===== config.mk =====
export PLATFORM = sky130hd
export DESIGN_NAME = timer_prescaler_and_flags
export DESIGN_NICKNAME = d
export VERILOG_FILES = /design/src/core/timer_pkg.sv /design/src/core/shared_prescaler.sv /design/src/core/pin_edge_detect.sv /design/src/core/timer_prescaler_and_flags.sv
export SDC_FILE = /design/constraint.sdc
export NUM_CORES = 1
export LEC_CHECK = 0
export BUFFER_PORTS_ARGS = -buffer_cell sky130_fd_sc_hd__buf_2
export CAP_MARGIN = 20
export CORE_MARGIN = 4
export CORE_UTILIZATION = 40
export DETAILED_ROUTE_END_ITERATION = 8
export PLACE_DENSITY = 0.65
export SLEW_MARGIN = 30
export SYNTH_ARGS = -nofsm -noshare
export SYNTH_HDL_FRONTEND = slang
export SYNTH_SLANG_ARGS = --single-unit

===== constraint.sdc =====
create_clock -name mclk -period 2.4 [get_ports mclk]
set_clock_uncertainty 0.15 [all_clocks]
set_input_delay 0.24 -clock mclk [delete_from_list [all_inputs] [get_ports mclk]]
set_output_delay 0.24 -clock mclk [all_outputs]
set_load 0.1 [all_outputs]

===== src/core/timer_pkg.sv =====
package timer_pkg;

	// Register addresses in the processor I/O data space
	localparam logic [7:0] FLAGS_ADDR = 8'h36;
	localparam logic [7:0] CTRL_ADDR  = 8'h44;

	// Reset values
	localparam logic [7:0] FLAGS_RESET = 8'h00;
	localparam logic [7:0] CTRL_RESET  = 8'h00;

	// Flag register bit positions
	localparam int CAP_BIT  = 5;
	localparam int CMPB_BIT = 2;
	localparam int CMPA_BIT = 1;
	localparam int OVF_BIT  = 0;

	// Control register bit positions
	localparam int FORCE_BIT = 7;
	localparam int WAVE0_BIT = 6;
	localparam int COM_HI    = 5;
	localparam int COM_LO    = 4;
	localparam int WAVE1_BIT = 3;
	localparam int CS_HI     = 2;
	localparam int CS_LO     = 0;

	// Clock select encodings
	localparam logic [2:0] CS_STOP     = 3'h0;
	localparam logic [2:0] CS_DIRECT   = 3'h1;
	localparam logic [2:0] CS_DIV8     = 3'h2;
	localparam logic [2:0] CS_DIV64    = 3'h3;
	localparam logic [2:0] CS_DIV256   = 3'h4;
	localparam logic [2:0] CS_DIV1024  = 3'h5;
	localparam logic [2:0] CS_EXT_FALL = 3'h6;
	localparam logic [2:0] CS_EXT_RISE = 3'h7;

	// Prescaler width and tap masks (tick when masked bits are all ones)
	localparam int         PRE_WIDTH    = 10;
	localparam logic [9:0] DIV8_MASK    = 10'h007;
	localparam logic [9:0] DIV64_MASK   = 10'h03f;
	localparam logic [9:0] DIV256_MASK  = 10'h0ff;
	localparam logic [9:0] DIV1024_MASK = 10'h3ff;
	localparam logic [9:0] PRE_RESET    = 10'h000;

	// Second counter waveform mode sets, one bit per mode number
	localparam logic [15:0] T1_ICR_TOP_MASK    = 16'h5500;
	localparam logic [15:0] T1_OVF_MAX_MASK    = 16'h1011;
	localparam logic [15:0] T1_OVF_TOP_MASK    = 16'hc0e0;
	localparam logic [15:0] T1_OVF_BOTTOM_MASK = 16'h0f0e;

	// Number of external count pins
	localparam int EXT_PINS = 2;

	// First counter waveform modes, index is {bit one, bit zero}
	typedef enum logic [1:0] {
		WAVE_NORMAL    = 2'h0,
		WAVE_PHASE_PWM = 2'h1,
		WAVE_CTC       = 2'h2,
		WAVE_FAST_PWM  = 2'h3
	} wave_mode_t;

	// Events from the second counter datapath, same clock
	typedef struct packed {
		logic capture_event;
		logic match_a;
		logic match_b;
		logic wrapped;
		logic at_top;
		logic at_bottom;
	} t1_events_t;

	// Flag set, also used for vector acknowledges
	typedef struct packed {
		logic capture_flag;
		logic compare_b_flag;
		logic compare_a_flag;
		logic overflow_flag;
	} t1_flags_t;

	// Prescaler tap ticks
	typedef struct packed {
		logic div8;
		logic div64;
		logic div256;
		logic div1024;
	} taps_t;

	typedef struct packed {
		logic [9:0] count;
	} prescale_state_t;

	typedef struct packed {
		logic meta;
		logic stable;
		logic last;
	} sync_state_t;

	typedef struct packed {
		t1_flags_t  flags;
		logic       pend_a;
		logic       pend_b;
		logic       force_compare;
		wave_mode_t wave;
		logic [1:0] compare_output_mode;
		logic [2:0] clock_select;
		logic       t0_count_en;
		logic       t1_count_en;
		logic [7:0] rdata;
	} top_state_t;

endpackage


===== src/core/shared_prescaler.sv =====
`timescale 1ns/100ps

module shared_prescaler (
	input  wire logic            mclk,
	input  wire logic            rstn,
	input  wire logic            restart,
	output timer_pkg::taps_t     taps
);

	timer_pkg::prescale_state_t state_ff;
	timer_pkg::prescale_state_t nxt_state;

	// Free-running count; a restart clears it for every user
	always_comb begin
		nxt_state = state_ff;
		if (restart) begin
			nxt_state.count = timer_pkg::PRE_RESET;
		end else begin
			nxt_state.count = state_ff.count + 10'h001;
		end
	end

	always_ff @(posedge mclk or negedge rstn) begin
		if (!rstn) begin
			state_ff.count <= timer_pkg::PRE_RESET;
		end else begin
			state_ff <= nxt_state;
		end
	end

	// Taps fire once per divided period
	assign taps.div8    = (state_ff.count & timer_pkg::DIV8_MASK) == timer_pkg::DIV8_MASK;
	assign taps.div64   = (state_ff.count & timer_pkg::DIV64_MASK) == timer_pkg::DIV64_MASK;
	assign taps.div256  = (state_ff.count & timer_pkg::DIV256_MASK) == timer_pkg::DIV256_MASK;
	assign taps.div1024 = (state_ff.count & timer_pkg::DIV1024_MASK) == timer_pkg::DIV1024_MASK;

endmodule


===== src/core/pin_edge_detect.sv =====
`timescale 1ns/100ps

module pin_edge_detect (
	input  wire logic mclk,
	input  wire logic rstn,
	input  wire logic pin,
	output logic      rise,
	output logic      fall
);

	timer_pkg::sync_state_t state_ff;
	timer_pkg::sync_state_t nxt_state;

	// Two-stage synchroniser followed by an edge history stage
	always_comb begin
		nxt_state        = state_ff;
		nxt_state.meta   = pin;
		nxt_state.stable = state_ff.meta;
		nxt_state.last   = state_ff.stable;
	end

	always_ff @(posedge mclk or negedge rstn) begin
		if (!rstn) begin
			state_ff <= '0;
		end else begin
			state_ff <= nxt_state;
		end
	end

	// Edges seen only on synchronised samples
	assign rise = state_ff.stable & ~state_ff.last;
	assign fall = ~state_ff.stable & state_ff.last;

endmodule


===== src/core/timer_prescaler_and_flags.sv =====
// Overview of operation
// - Flags: capture b5, B b2, A b1, overflow b0
// - Other modes: capture event sets capture flag
// - Capture-top modes: top sets capture flag
// - Vector or written one clears flag
// - Compare flag set one tick after match
// - Forced compare never sets compare flags
// - Normal and CLEAR_ON_COMPARE_MODE: overflow sets overflow flag
// - One prescaler, separate clock selects per counter
// - Select 1 counts every system clock
// - Prescaler taps divide by 8,64,256,1024
// - Prescaler free running, first count 1..N+1
// - Prescaler restart affects both counters
// - External pin synchronised, edge per select 6/7
// - Pin edge reaches counter enable in 2-3 cycles
// - External edges are never divided
// - Control: force b7, wave0 b6, com b5:4, wave1 b3, cs b2:0
// - Force strobe acts only in non-PWM modes
// - Force strobe pulses a compare match out
// - Force: no interrupt, no clear, reads zero
// - Select codes: stop, direct clock, divided taps, external edges
// - Wave bits: normal, phase PWM, CLEAR_ON_COMPARE_MODE, fast PWM
`timescale 1ns/100ps

module timer_prescaler_and_flags (
	input  wire logic                  mclk,
	input  wire logic                  rstn,
	input  wire logic [7:0]            io_addr,
	input  wire logic [7:0]            io_wdata,
	input  wire logic                  io_wr,
	input  wire logic                  io_rd,
	output logic [7:0]                 io_rdata,
	input  wire logic                  ext_count_pin_zero,
	input  wire logic                  ext_count_pin_one,
	input  wire logic [2:0]            t1_clock_select,
	input  wire logic [3:0]            waveform_mode,
	input  wire logic                  prescaler_reset,
	input  timer_pkg::t1_events_t      t1_events,
	input  timer_pkg::t1_flags_t       vector_ack,
	output timer_pkg::t1_flags_t       timer_one_flags,
	output logic                       t0_count_en,
	output logic                       t1_count_en,
	output timer_pkg::wave_mode_t      t0_waveform,
	output logic [1:0]                 compare_output_mode,
	output logic                       force_compare
);

	timer_pkg::top_state_t state_ff;
	timer_pkg::top_state_t nxt_state;
	timer_pkg::taps_t      taps;
	logic [1:0]            pins;
	logic [1:0]            pin_rise;
	logic [1:0]            pin_fall;
	logic                  wr_flags;
	logic                  wr_ctrl;
	logic                  ovf_set;
	logic                  cap_set;
	logic                  tick1;
	logic [7:0]            flags_view;
	logic [7:0]            ctrl_view;
	logic                  new_wave0;

	// Shared prescaler for both counters
	// one shared prescaler
	shared_prescaler u_prescaler (
		.mclk    (mclk),
		.rstn    (rstn),
		.restart (prescaler_reset),
		.taps    (taps)
	);

	assign pins = {ext_count_pin_one, ext_count_pin_zero};

	// One synchroniser and edge detector per external count pin
	// pin sampled, edge detected
	genvar gi;
	generate
		for (gi = 0; gi < timer_pkg::EXT_PINS; gi++) begin : g_pin
			pin_edge_detect u_edge (
				.mclk (mclk),
				.rstn (rstn),
				.pin  (pins[gi]),
				.rise (pin_rise[gi]),
				.fall (pin_fall[gi])
			);
		end
	endgenerate

	// Count source selection for one counter
	function automatic logic pick_tick(
		input logic [2:0]       cs,
		input timer_pkg::taps_t tp,
		input logic             rise,
		input logic             fall
	);
		logic hit;
		hit = 1'b0;
		case (cs)
			timer_pkg::CS_STOP:     hit = 1'b0;
			timer_pkg::CS_DIRECT:   hit = 1'b1;
			timer_pkg::CS_DIV8:     hit = tp.div8;
			timer_pkg::CS_DIV64:    hit = tp.div64;
			timer_pkg::CS_DIV256:   hit = tp.div256;
			timer_pkg::CS_DIV1024:  hit = tp.div1024;
			timer_pkg::CS_EXT_FALL: hit = fall;
			timer_pkg::CS_EXT_RISE: hit = rise;
			default:                hit = 1'b0;
		endcase
		return hit;
	endfunction

	// Address decode of the two registers
	assign wr_flags  = io_wr && (io_addr == timer_pkg::FLAGS_ADDR);
	assign wr_ctrl   = io_wr && (io_addr == timer_pkg::CTRL_ADDR);
	assign new_wave0 = io_wdata[timer_pkg::WAVE0_BIT];
	assign tick1     = state_ff.t1_count_en;

	// Capture flag source depends on the second counter's mode
	always_comb begin
		cap_set = t1_events.capture_event;
		if (timer_pkg::T1_ICR_TOP_MASK[waveform_mode]) begin
			cap_set = tick1 & t1_events.at_top;
		end
	end

	// Overflow flag source depends on the second counter's mode
	always_comb begin
		ovf_set = 1'b0;
		if (timer_pkg::T1_OVF_MAX_MASK[waveform_mode]) begin
			ovf_set = t1_events.wrapped;
		end else if (timer_pkg::T1_OVF_TOP_MASK[waveform_mode]) begin
			ovf_set = tick1 & t1_events.at_top;
		end else if (timer_pkg::T1_OVF_BOTTOM_MASK[waveform_mode]) begin
			ovf_set = tick1 & t1_events.at_bottom;
		end
	end

	// Register views for read-back
	always_comb begin
		flags_view = timer_pkg::FLAGS_RESET;
		flags_view[timer_pkg::CAP_BIT]  = state_ff.flags.capture_flag;
		flags_view[timer_pkg::CMPB_BIT] = state_ff.flags.compare_b_flag;
		flags_view[timer_pkg::CMPA_BIT] = state_ff.flags.compare_a_flag;
		flags_view[timer_pkg::OVF_BIT]  = state_ff.flags.overflow_flag;
		ctrl_view = timer_pkg::CTRL_RESET;
		// control bit placement, force reads zero
		ctrl_view[timer_pkg::WAVE0_BIT]          = state_ff.wave[0];
		ctrl_view[timer_pkg::WAVE1_BIT]          = state_ff.wave[1];
		ctrl_view[timer_pkg::COM_HI:timer_pkg::COM_LO] = state_ff.compare_output_mode;
		ctrl_view[timer_pkg::CS_HI:timer_pkg::CS_LO]   = state_ff.clock_select;
	end

	// Next-state logic for flags, control, count enables and read data
	always_comb begin
		nxt_state = state_ff;

		if (tick1) begin
			nxt_state.pend_a = t1_events.match_a;
			nxt_state.pend_b = t1_events.match_b;
		end

		// vector ack or written one clears
		if (vector_ack.capture_flag || (wr_flags && io_wdata[timer_pkg::CAP_BIT])) begin
			nxt_state.flags.capture_flag = 1'b0;
		end
		if (vector_ack.compare_b_flag || (wr_flags && io_wdata[timer_pkg::CMPB_BIT])) begin
			nxt_state.flags.compare_b_flag = 1'b0;
		end
		if (vector_ack.compare_a_flag || (wr_flags && io_wdata[timer_pkg::CMPA_BIT])) begin
			nxt_state.flags.compare_a_flag = 1'b0;
		end
		if (vector_ack.overflow_flag || (wr_flags && io_wdata[timer_pkg::OVF_BIT])) begin
			nxt_state.flags.overflow_flag = 1'b0;
		end

		// capture event, or top in capture-top modes, sets flag; sets win over clears
		if (cap_set) begin
			nxt_state.flags.capture_flag = 1'b1;
		end
		if (tick1 && state_ff.pend_a) begin
			nxt_state.flags.compare_a_flag = 1'b1;
		end
		if (tick1 && state_ff.pend_b) begin
			nxt_state.flags.compare_b_flag = 1'b1;
		end
		if (ovf_set) begin
			nxt_state.flags.overflow_flag = 1'b1;
		end

		// Control register write
		nxt_state.force_compare = 1'b0;
		if (wr_ctrl) begin
			nxt_state.wave = timer_pkg::wave_mode_t'({io_wdata[timer_pkg::WAVE1_BIT], new_wave0});
			nxt_state.compare_output_mode = io_wdata[timer_pkg::COM_HI:timer_pkg::COM_LO];
			nxt_state.clock_select = io_wdata[timer_pkg::CS_HI:timer_pkg::CS_LO];
			nxt_state.force_compare = io_wdata[timer_pkg::FORCE_BIT] & ~new_wave0;
		end

		nxt_state.t0_count_en = pick_tick(state_ff.clock_select, taps, pin_rise[0], pin_fall[0]);
		nxt_state.t1_count_en = pick_tick(t1_clock_select, taps, pin_rise[1], pin_fall[1]);

		// Registered read data, unmapped addresses read zero
		if (io_rd) begin
			if (io_addr == timer_pkg::FLAGS_ADDR) begin
				nxt_state.rdata = flags_view;
			end else if (io_addr == timer_pkg::CTRL_ADDR) begin
				nxt_state.rdata = ctrl_view;
			end else begin
				nxt_state.rdata = 8'h00;
			end
		end
	end

	// State register
	always_ff @(posedge mclk or negedge rstn) begin
		if (!rstn) begin
			state_ff <= '0;
		end else begin
			state_ff <= nxt_state;
		end
	end

	// Outputs straight from flops
	assign timer_one_flags     = state_ff.flags;
	assign t0_count_en         = state_ff.t0_count_en;
	assign t1_count_en         = state_ff.t1_count_en;
	assign t0_waveform         = state_ff.wave;
	assign compare_output_mode = state_ff.compare_output_mode;
	// strobe is not a flag and never clears the counter
	assign force_compare       = state_ff.force_compare;
	assign io_rdata            = state_ff.rdata;

endmodule


Word level (Yosys, flattened, before mapping). Memory sizes are Yosys's and may differ from the RTL's. Index checks and enable logic that the tools add are counted.

$add $sub $neg: 1. $lt $le $gt $ge: 1. Equal/unequal tests: 20. Mux-type cells: 22. Bitwise gates (word level): 12. Reductions and logical operators: 18.

Operators by type and width (count): $eq A3 B3 Y1 const B (9); $mux W1 (16); $pmux W1 S8 (2); $mux W7 (2); $eq A3 B2 Y1 const B (4); $add A10 B1 Y10 const B (1); $eq A10 B10 Y1 const B (1); $mux W10 (1); $eq A8 B6 Y1 const B (1); $eq A8 B7 Y1 const B (1); $eq A8 B8 Y1 const B (1); $logic_and A1 B1 Y1 (8); $mux W8 (1); $reduce_bool A2 Y1 (4); $and A1 B1 Y1 (7); $eq A3 B1 Y1 const B (2); $eq A6 B6 Y1 const B (1); $logic_not A3 Y1 (2); $lt A4 B5 Y1 const B (1); $not A1 Y1 (5); $logic_or A1 B1 Y1 (4).

Register bits: 40. ROM bits: 64. Bits of input ports: 40. Output and inout bits: 19. Word-level logic and storage cells: 98. Memories kept: 4.

Memory list: (name not given) (words 16, width 1, read ports 1, clocked after memory_dff 0, write ports 0, RTL line timer_prescaler_and_flags.sv:133) `end else if (timer_pkg::T1_OVF_BOTTOM_MASK[waveform_mode]) begin`; (name not given) (words 16, width 1, read ports 1, clocked after memory_dff 0, write ports 0, RTL line timer_prescaler_and_flags.sv:131) `end else if (timer_pkg::T1_OVF_TOP_MASK[waveform_mode]) begin`; (name not given) (words 16, width 1, read ports 1, clocked after memory_dff 0, write ports 0, RTL line timer_prescaler_and_flags.sv:129) `if (timer_pkg::T1_OVF_MAX_MASK[waveform_mode]) begin`; (name not given) (words 16, width 1, read ports 1, clocked after memory_dff 0, write ports 0, RTL line timer_prescaler_and_flags.sv:121) `if (timer_pkg::T1_ICR_TOP_MASK[waveform_mode]) begin`.

Depth between registers and ports, before layout.
Depth after elaboration: 6. Depth in mapped cells: 5.

Modules after synthesis. From an unflattened synthesis, not the netlist that was laid out.

Cells, all modules: 169. Area total of the unflattened synthesis: 1896.8 sq um.

Modules (own cells, without submodules): timer_prescaler_and_flags (times used 1, cells each 110, area each 1229.9 sq um, seq. area each 575.6 sq um); shared_prescaler (times used 1, cells each 49, area each 486.7 sq um, seq. area each 250.2 sq um); pin_edge_detect (times used 2, cells each 5, area each 90.1 sq um, seq. area each 75.1 sq um).

Least setup slack after synthesis. OpenSTA, ideal clock, no wires.

Path type: flip-flop to flip-flop. Start point: register state_ff, in the netlist t1_count_en. End point: register state_ff[18] (netlist name). Setup time: 0.125 ns. Data arrival time: 1.534 ns. Data required time: 2.125 ns. Slack: 0.591 ns. Stages on the path, launching flop included: 3. Buffers on the path: 1. Path through: dfrtp_1 -> clkbuf_1 -> mux2_2.

RTL lines: start, declared (RTL line timer_prescaler_and_flags.sv:48) `timer_pkg::top_state_t state_ff;`; start signal, assigned (RTL line timer_prescaler_and_flags.sv:219) `state_ff <= nxt_state;`.

No word-level cell between the ends.

Final worst setup path.
Start point: register state_ff, in the netlist t1_count_en. End point: output t1_count_en.

RTL lines: end, declared (RTL line timer_prescaler_and_flags.sv:42) `output logic t1_count_en,`.

No word-level cell between the ends.

==> summary.txt <==
Setup path
  • Worst Path Required: 2.01 ns
  • Critical path capture point type: output port
  • Slowest-stage cell, CP: dfrtp_1
  • Critical path peak fanout: 8
  • Max incr delay on CP: 0.49 ns
  • Worst EP arrival: 1.26 ns
  • Critical path type: flop to output port
  • Buf+Inv Stages, Crit Path: 1
  • CP delay by family, top: flip-flops
  • CP Cell Sequence: buf_2
  • Crit path launch type: flop

Synthesis
  • Post-synthesis cell type count: 42
  • EDFF count, synth: 0
  • Cell taking the most area after synthesis: dfrtp_1
  • Async SR Flop Fraction: 1.00
  • Sequential fraction of the synthesis area: 0.534
  • Ys Warns: 0
  • Synth area leaders: dfrtp_1 53%, buf_4 6.6%, mux2_2 5.5%
  • Main synth FF type: dfrtp_1
  • Syn Area/Cell: 11.3 um2
  • Top cells by count, synth: 39 x dfrtp_1, 16 x buf_4, 11 x inv_1
  • Syn nets: 203
  • Synth top area share: 0.534
  • Mapped Cells: 161
  • Synth Register Bits: 39
  • Dominant cell by count in the synthesized netlist: dfrtp_1
  • Post-Syn Area: 0.00183 mm2

Place
  • I/O Buffers: 57
  • Final HPWL DP: 2700 um
  • Placer congestion estimate: 0.799

Power
  • Comb pwr share: 0.174
  • Internal Power: 963 uW
  • Pleak: 0.00109 uW
  • Worst vdd rail ir drop: 0.290 mV
  • Overall power: 1370 uW
  • Flop pwr share: 0.523
  • Sw power: 408 uW
  • Switching fraction of total power: 0.297
  • Cell area power density: 629 mW/mm2
  • Clk pwr share: 0.302

Global route
  • Total GRT Usage: 0.135
  • Initial antenna violation count: 0
  • Global-route wire length before repair: 5780 um
  • Largest net degree at the start of global routing: 40
  • Vias in the first global route: 1292
  • GRT Residual Overflow: 0

Detailed routing
  • Routed Antenna Nets: 0
  • Drt initial violations: 41
  • Drt wl/cell: 13.6 um
  • DRC Markers: 0
  • Via count: 1329
  • Drt via density: 5.03
  • Routed WL: 3590 um
  • Drt first pass iters: 4

STA
  • Final period util: 0.686
  • Final-report hold violation count: 0
  • Setup-failing EPs final: 0
  • Max-slew violation count: 0
  • RSZ-0062 raised after global routing: no
  • Setup tns final: 0 ns
  • Final critical-path required period: 1.65 ns
  • Max Fclk: 0.608 GHz

Floorplan
  • Row Count: 24
  • Initial Util: 0.417
  • I/O pins: 59
  • Placeable Area: 0.00438 mm2
  • Die W: 75.6 um
  • Die Y: 75.6 um
  • Die area: 0.00571 mm2

Status
  • Status: finished, final reports clean

Clock tree
  • Post-CTS Resized: 0
  • Hold Buf Count CTS: 5
  • H-tree depth: 2
  • Clk Latency, worst-skew pair: 0.28 ns
  • CTS tree: yes
  • CTS sink count: 39
  • Clk buf depth: 2
  • Post-CTS Setup Bufs: 0
  • TritonCTS Buffers: 5
  • Clock-pin slew on the worst setup and hold paths: 0.07 ns
  • Root Buffer: clkbuf_8

Min path
  • Worst Hold Class: input port to flop

Flow run
  • Max-Cap Viols: 0

Final layout
  • Share of cells above drive strength 1: 0.358
  • Area Growth Syn to Fin: 19.2%
  • Fin nets: 253
  • Fill cell count: 392
  • Antenna Cells: 0
==> power groups by stage <==
stage	registers, uW	logic (uW)	clock network, uW
floorplan	735	168	0
CTS	717	241	430
finish	717	239	414
detailed placement	730	234	0
global route	722	256	464
global placement	729	233	0
==> cell usage in the layout (no fill, tap or decap), types with 5 or more instances in the layout <==
| cell | instances |
|---|---|
| o21ai_0 | 8 |
| clkbuf_8 | 5 |
| dlygate4sd3_1 | 5 |
| inv_1 | 11 |
| mux2_2 | 9 |
| buf_2 | 56 |
| dfrtp_1 | 39 |
| nor2_1 | 9 |
| nand2_1 | 9 |
==> layout make-up <==
class,count,area (um2),share of cell area
clock inverters,1,5.00,0.00230
well taps,52,65.1,0.0299
multi-input cells,92,677,0.311
clock buffers,7,76.3,0.0350
inverters,11,41.3,0.0190
flip-flops and latches,39,976,0.448
repair buffers,62,338,0.155
==> layer usage <==
metal,track usage,vias to the layer above,part of all wire
li1,-,653,-
met5,0,-,0
met3,0.0435,4,0.088
met1,0.181,630,0.46
met2,0.206,42,0.44
met4,0.0466,0,0.0064
==> flip-flops by register name, indices dropped and copies added (netlist names) <==
name	count
t0_count_en	1
ctrl_view	3
g_pin.u_edge.state_ff	2
u_prescaler.state_ff	10
force_compare	1
t0_waveform	2
t1_count_en	1
timer_one_flags	4
state_ff	2
compare_output_mode	2
io_rdata	7
g_pin.u_edge.nxt_state	4
==> through the flow <==
step | setup slack [ns] | util | hold WS [ns] | area, um2 | cells
finish | 0.754 | 0.497 | 0.0405 | 2180 | 264
global route | 0.606 | 0.497 | 0.0290 | 2180 | 264
CTS | 0.752 | 0.496 | 0.0313 | 2180 | 264
detailed placement | 0.802 | 0.466 | 0.185 | 2040 | 251
global placement | 0.819 | 0.466 | 0.184 | 2040 | 251
floorplan | 0.591 | - | -0.206 | 1830 | 161
==> final timing paths <==
kind	depth (start not counted)	from	end	slack, ns
worst max-delay path	1	t1_count_en	t1_count_en	0.75
worst min-delay path	2	io_wdata[3]	t0_waveform[1]	0.04
worst max register to register	5	u_prescaler.state_ff[0]	t1_count_en	0.80
worst min register to register	0	g_pin[1].u_edge.nxt_state[1]	g_pin[1].u_edge.nxt_state[0]	0.20
max in group asynchronous	2	rstn	state_ff[19]	1.46
min in group asynchronous	2	rstn	io_rdata[5]	0.30
==> cell families after synthesis <==
logic type	Yosys count	synth area share
AOI/OAI and AO/OA	31	0.122
xor gates and xnor gates	6	0.0288
adders and majority gates	2	0.0137
buffers and inverters	30	0.0952
DFF	39	0.534
muxes	10	0.0610
other	1	0.00205
and+or+nand+nor	42	0.143
No activity file was read; power rests on OpenSTA's default activity.
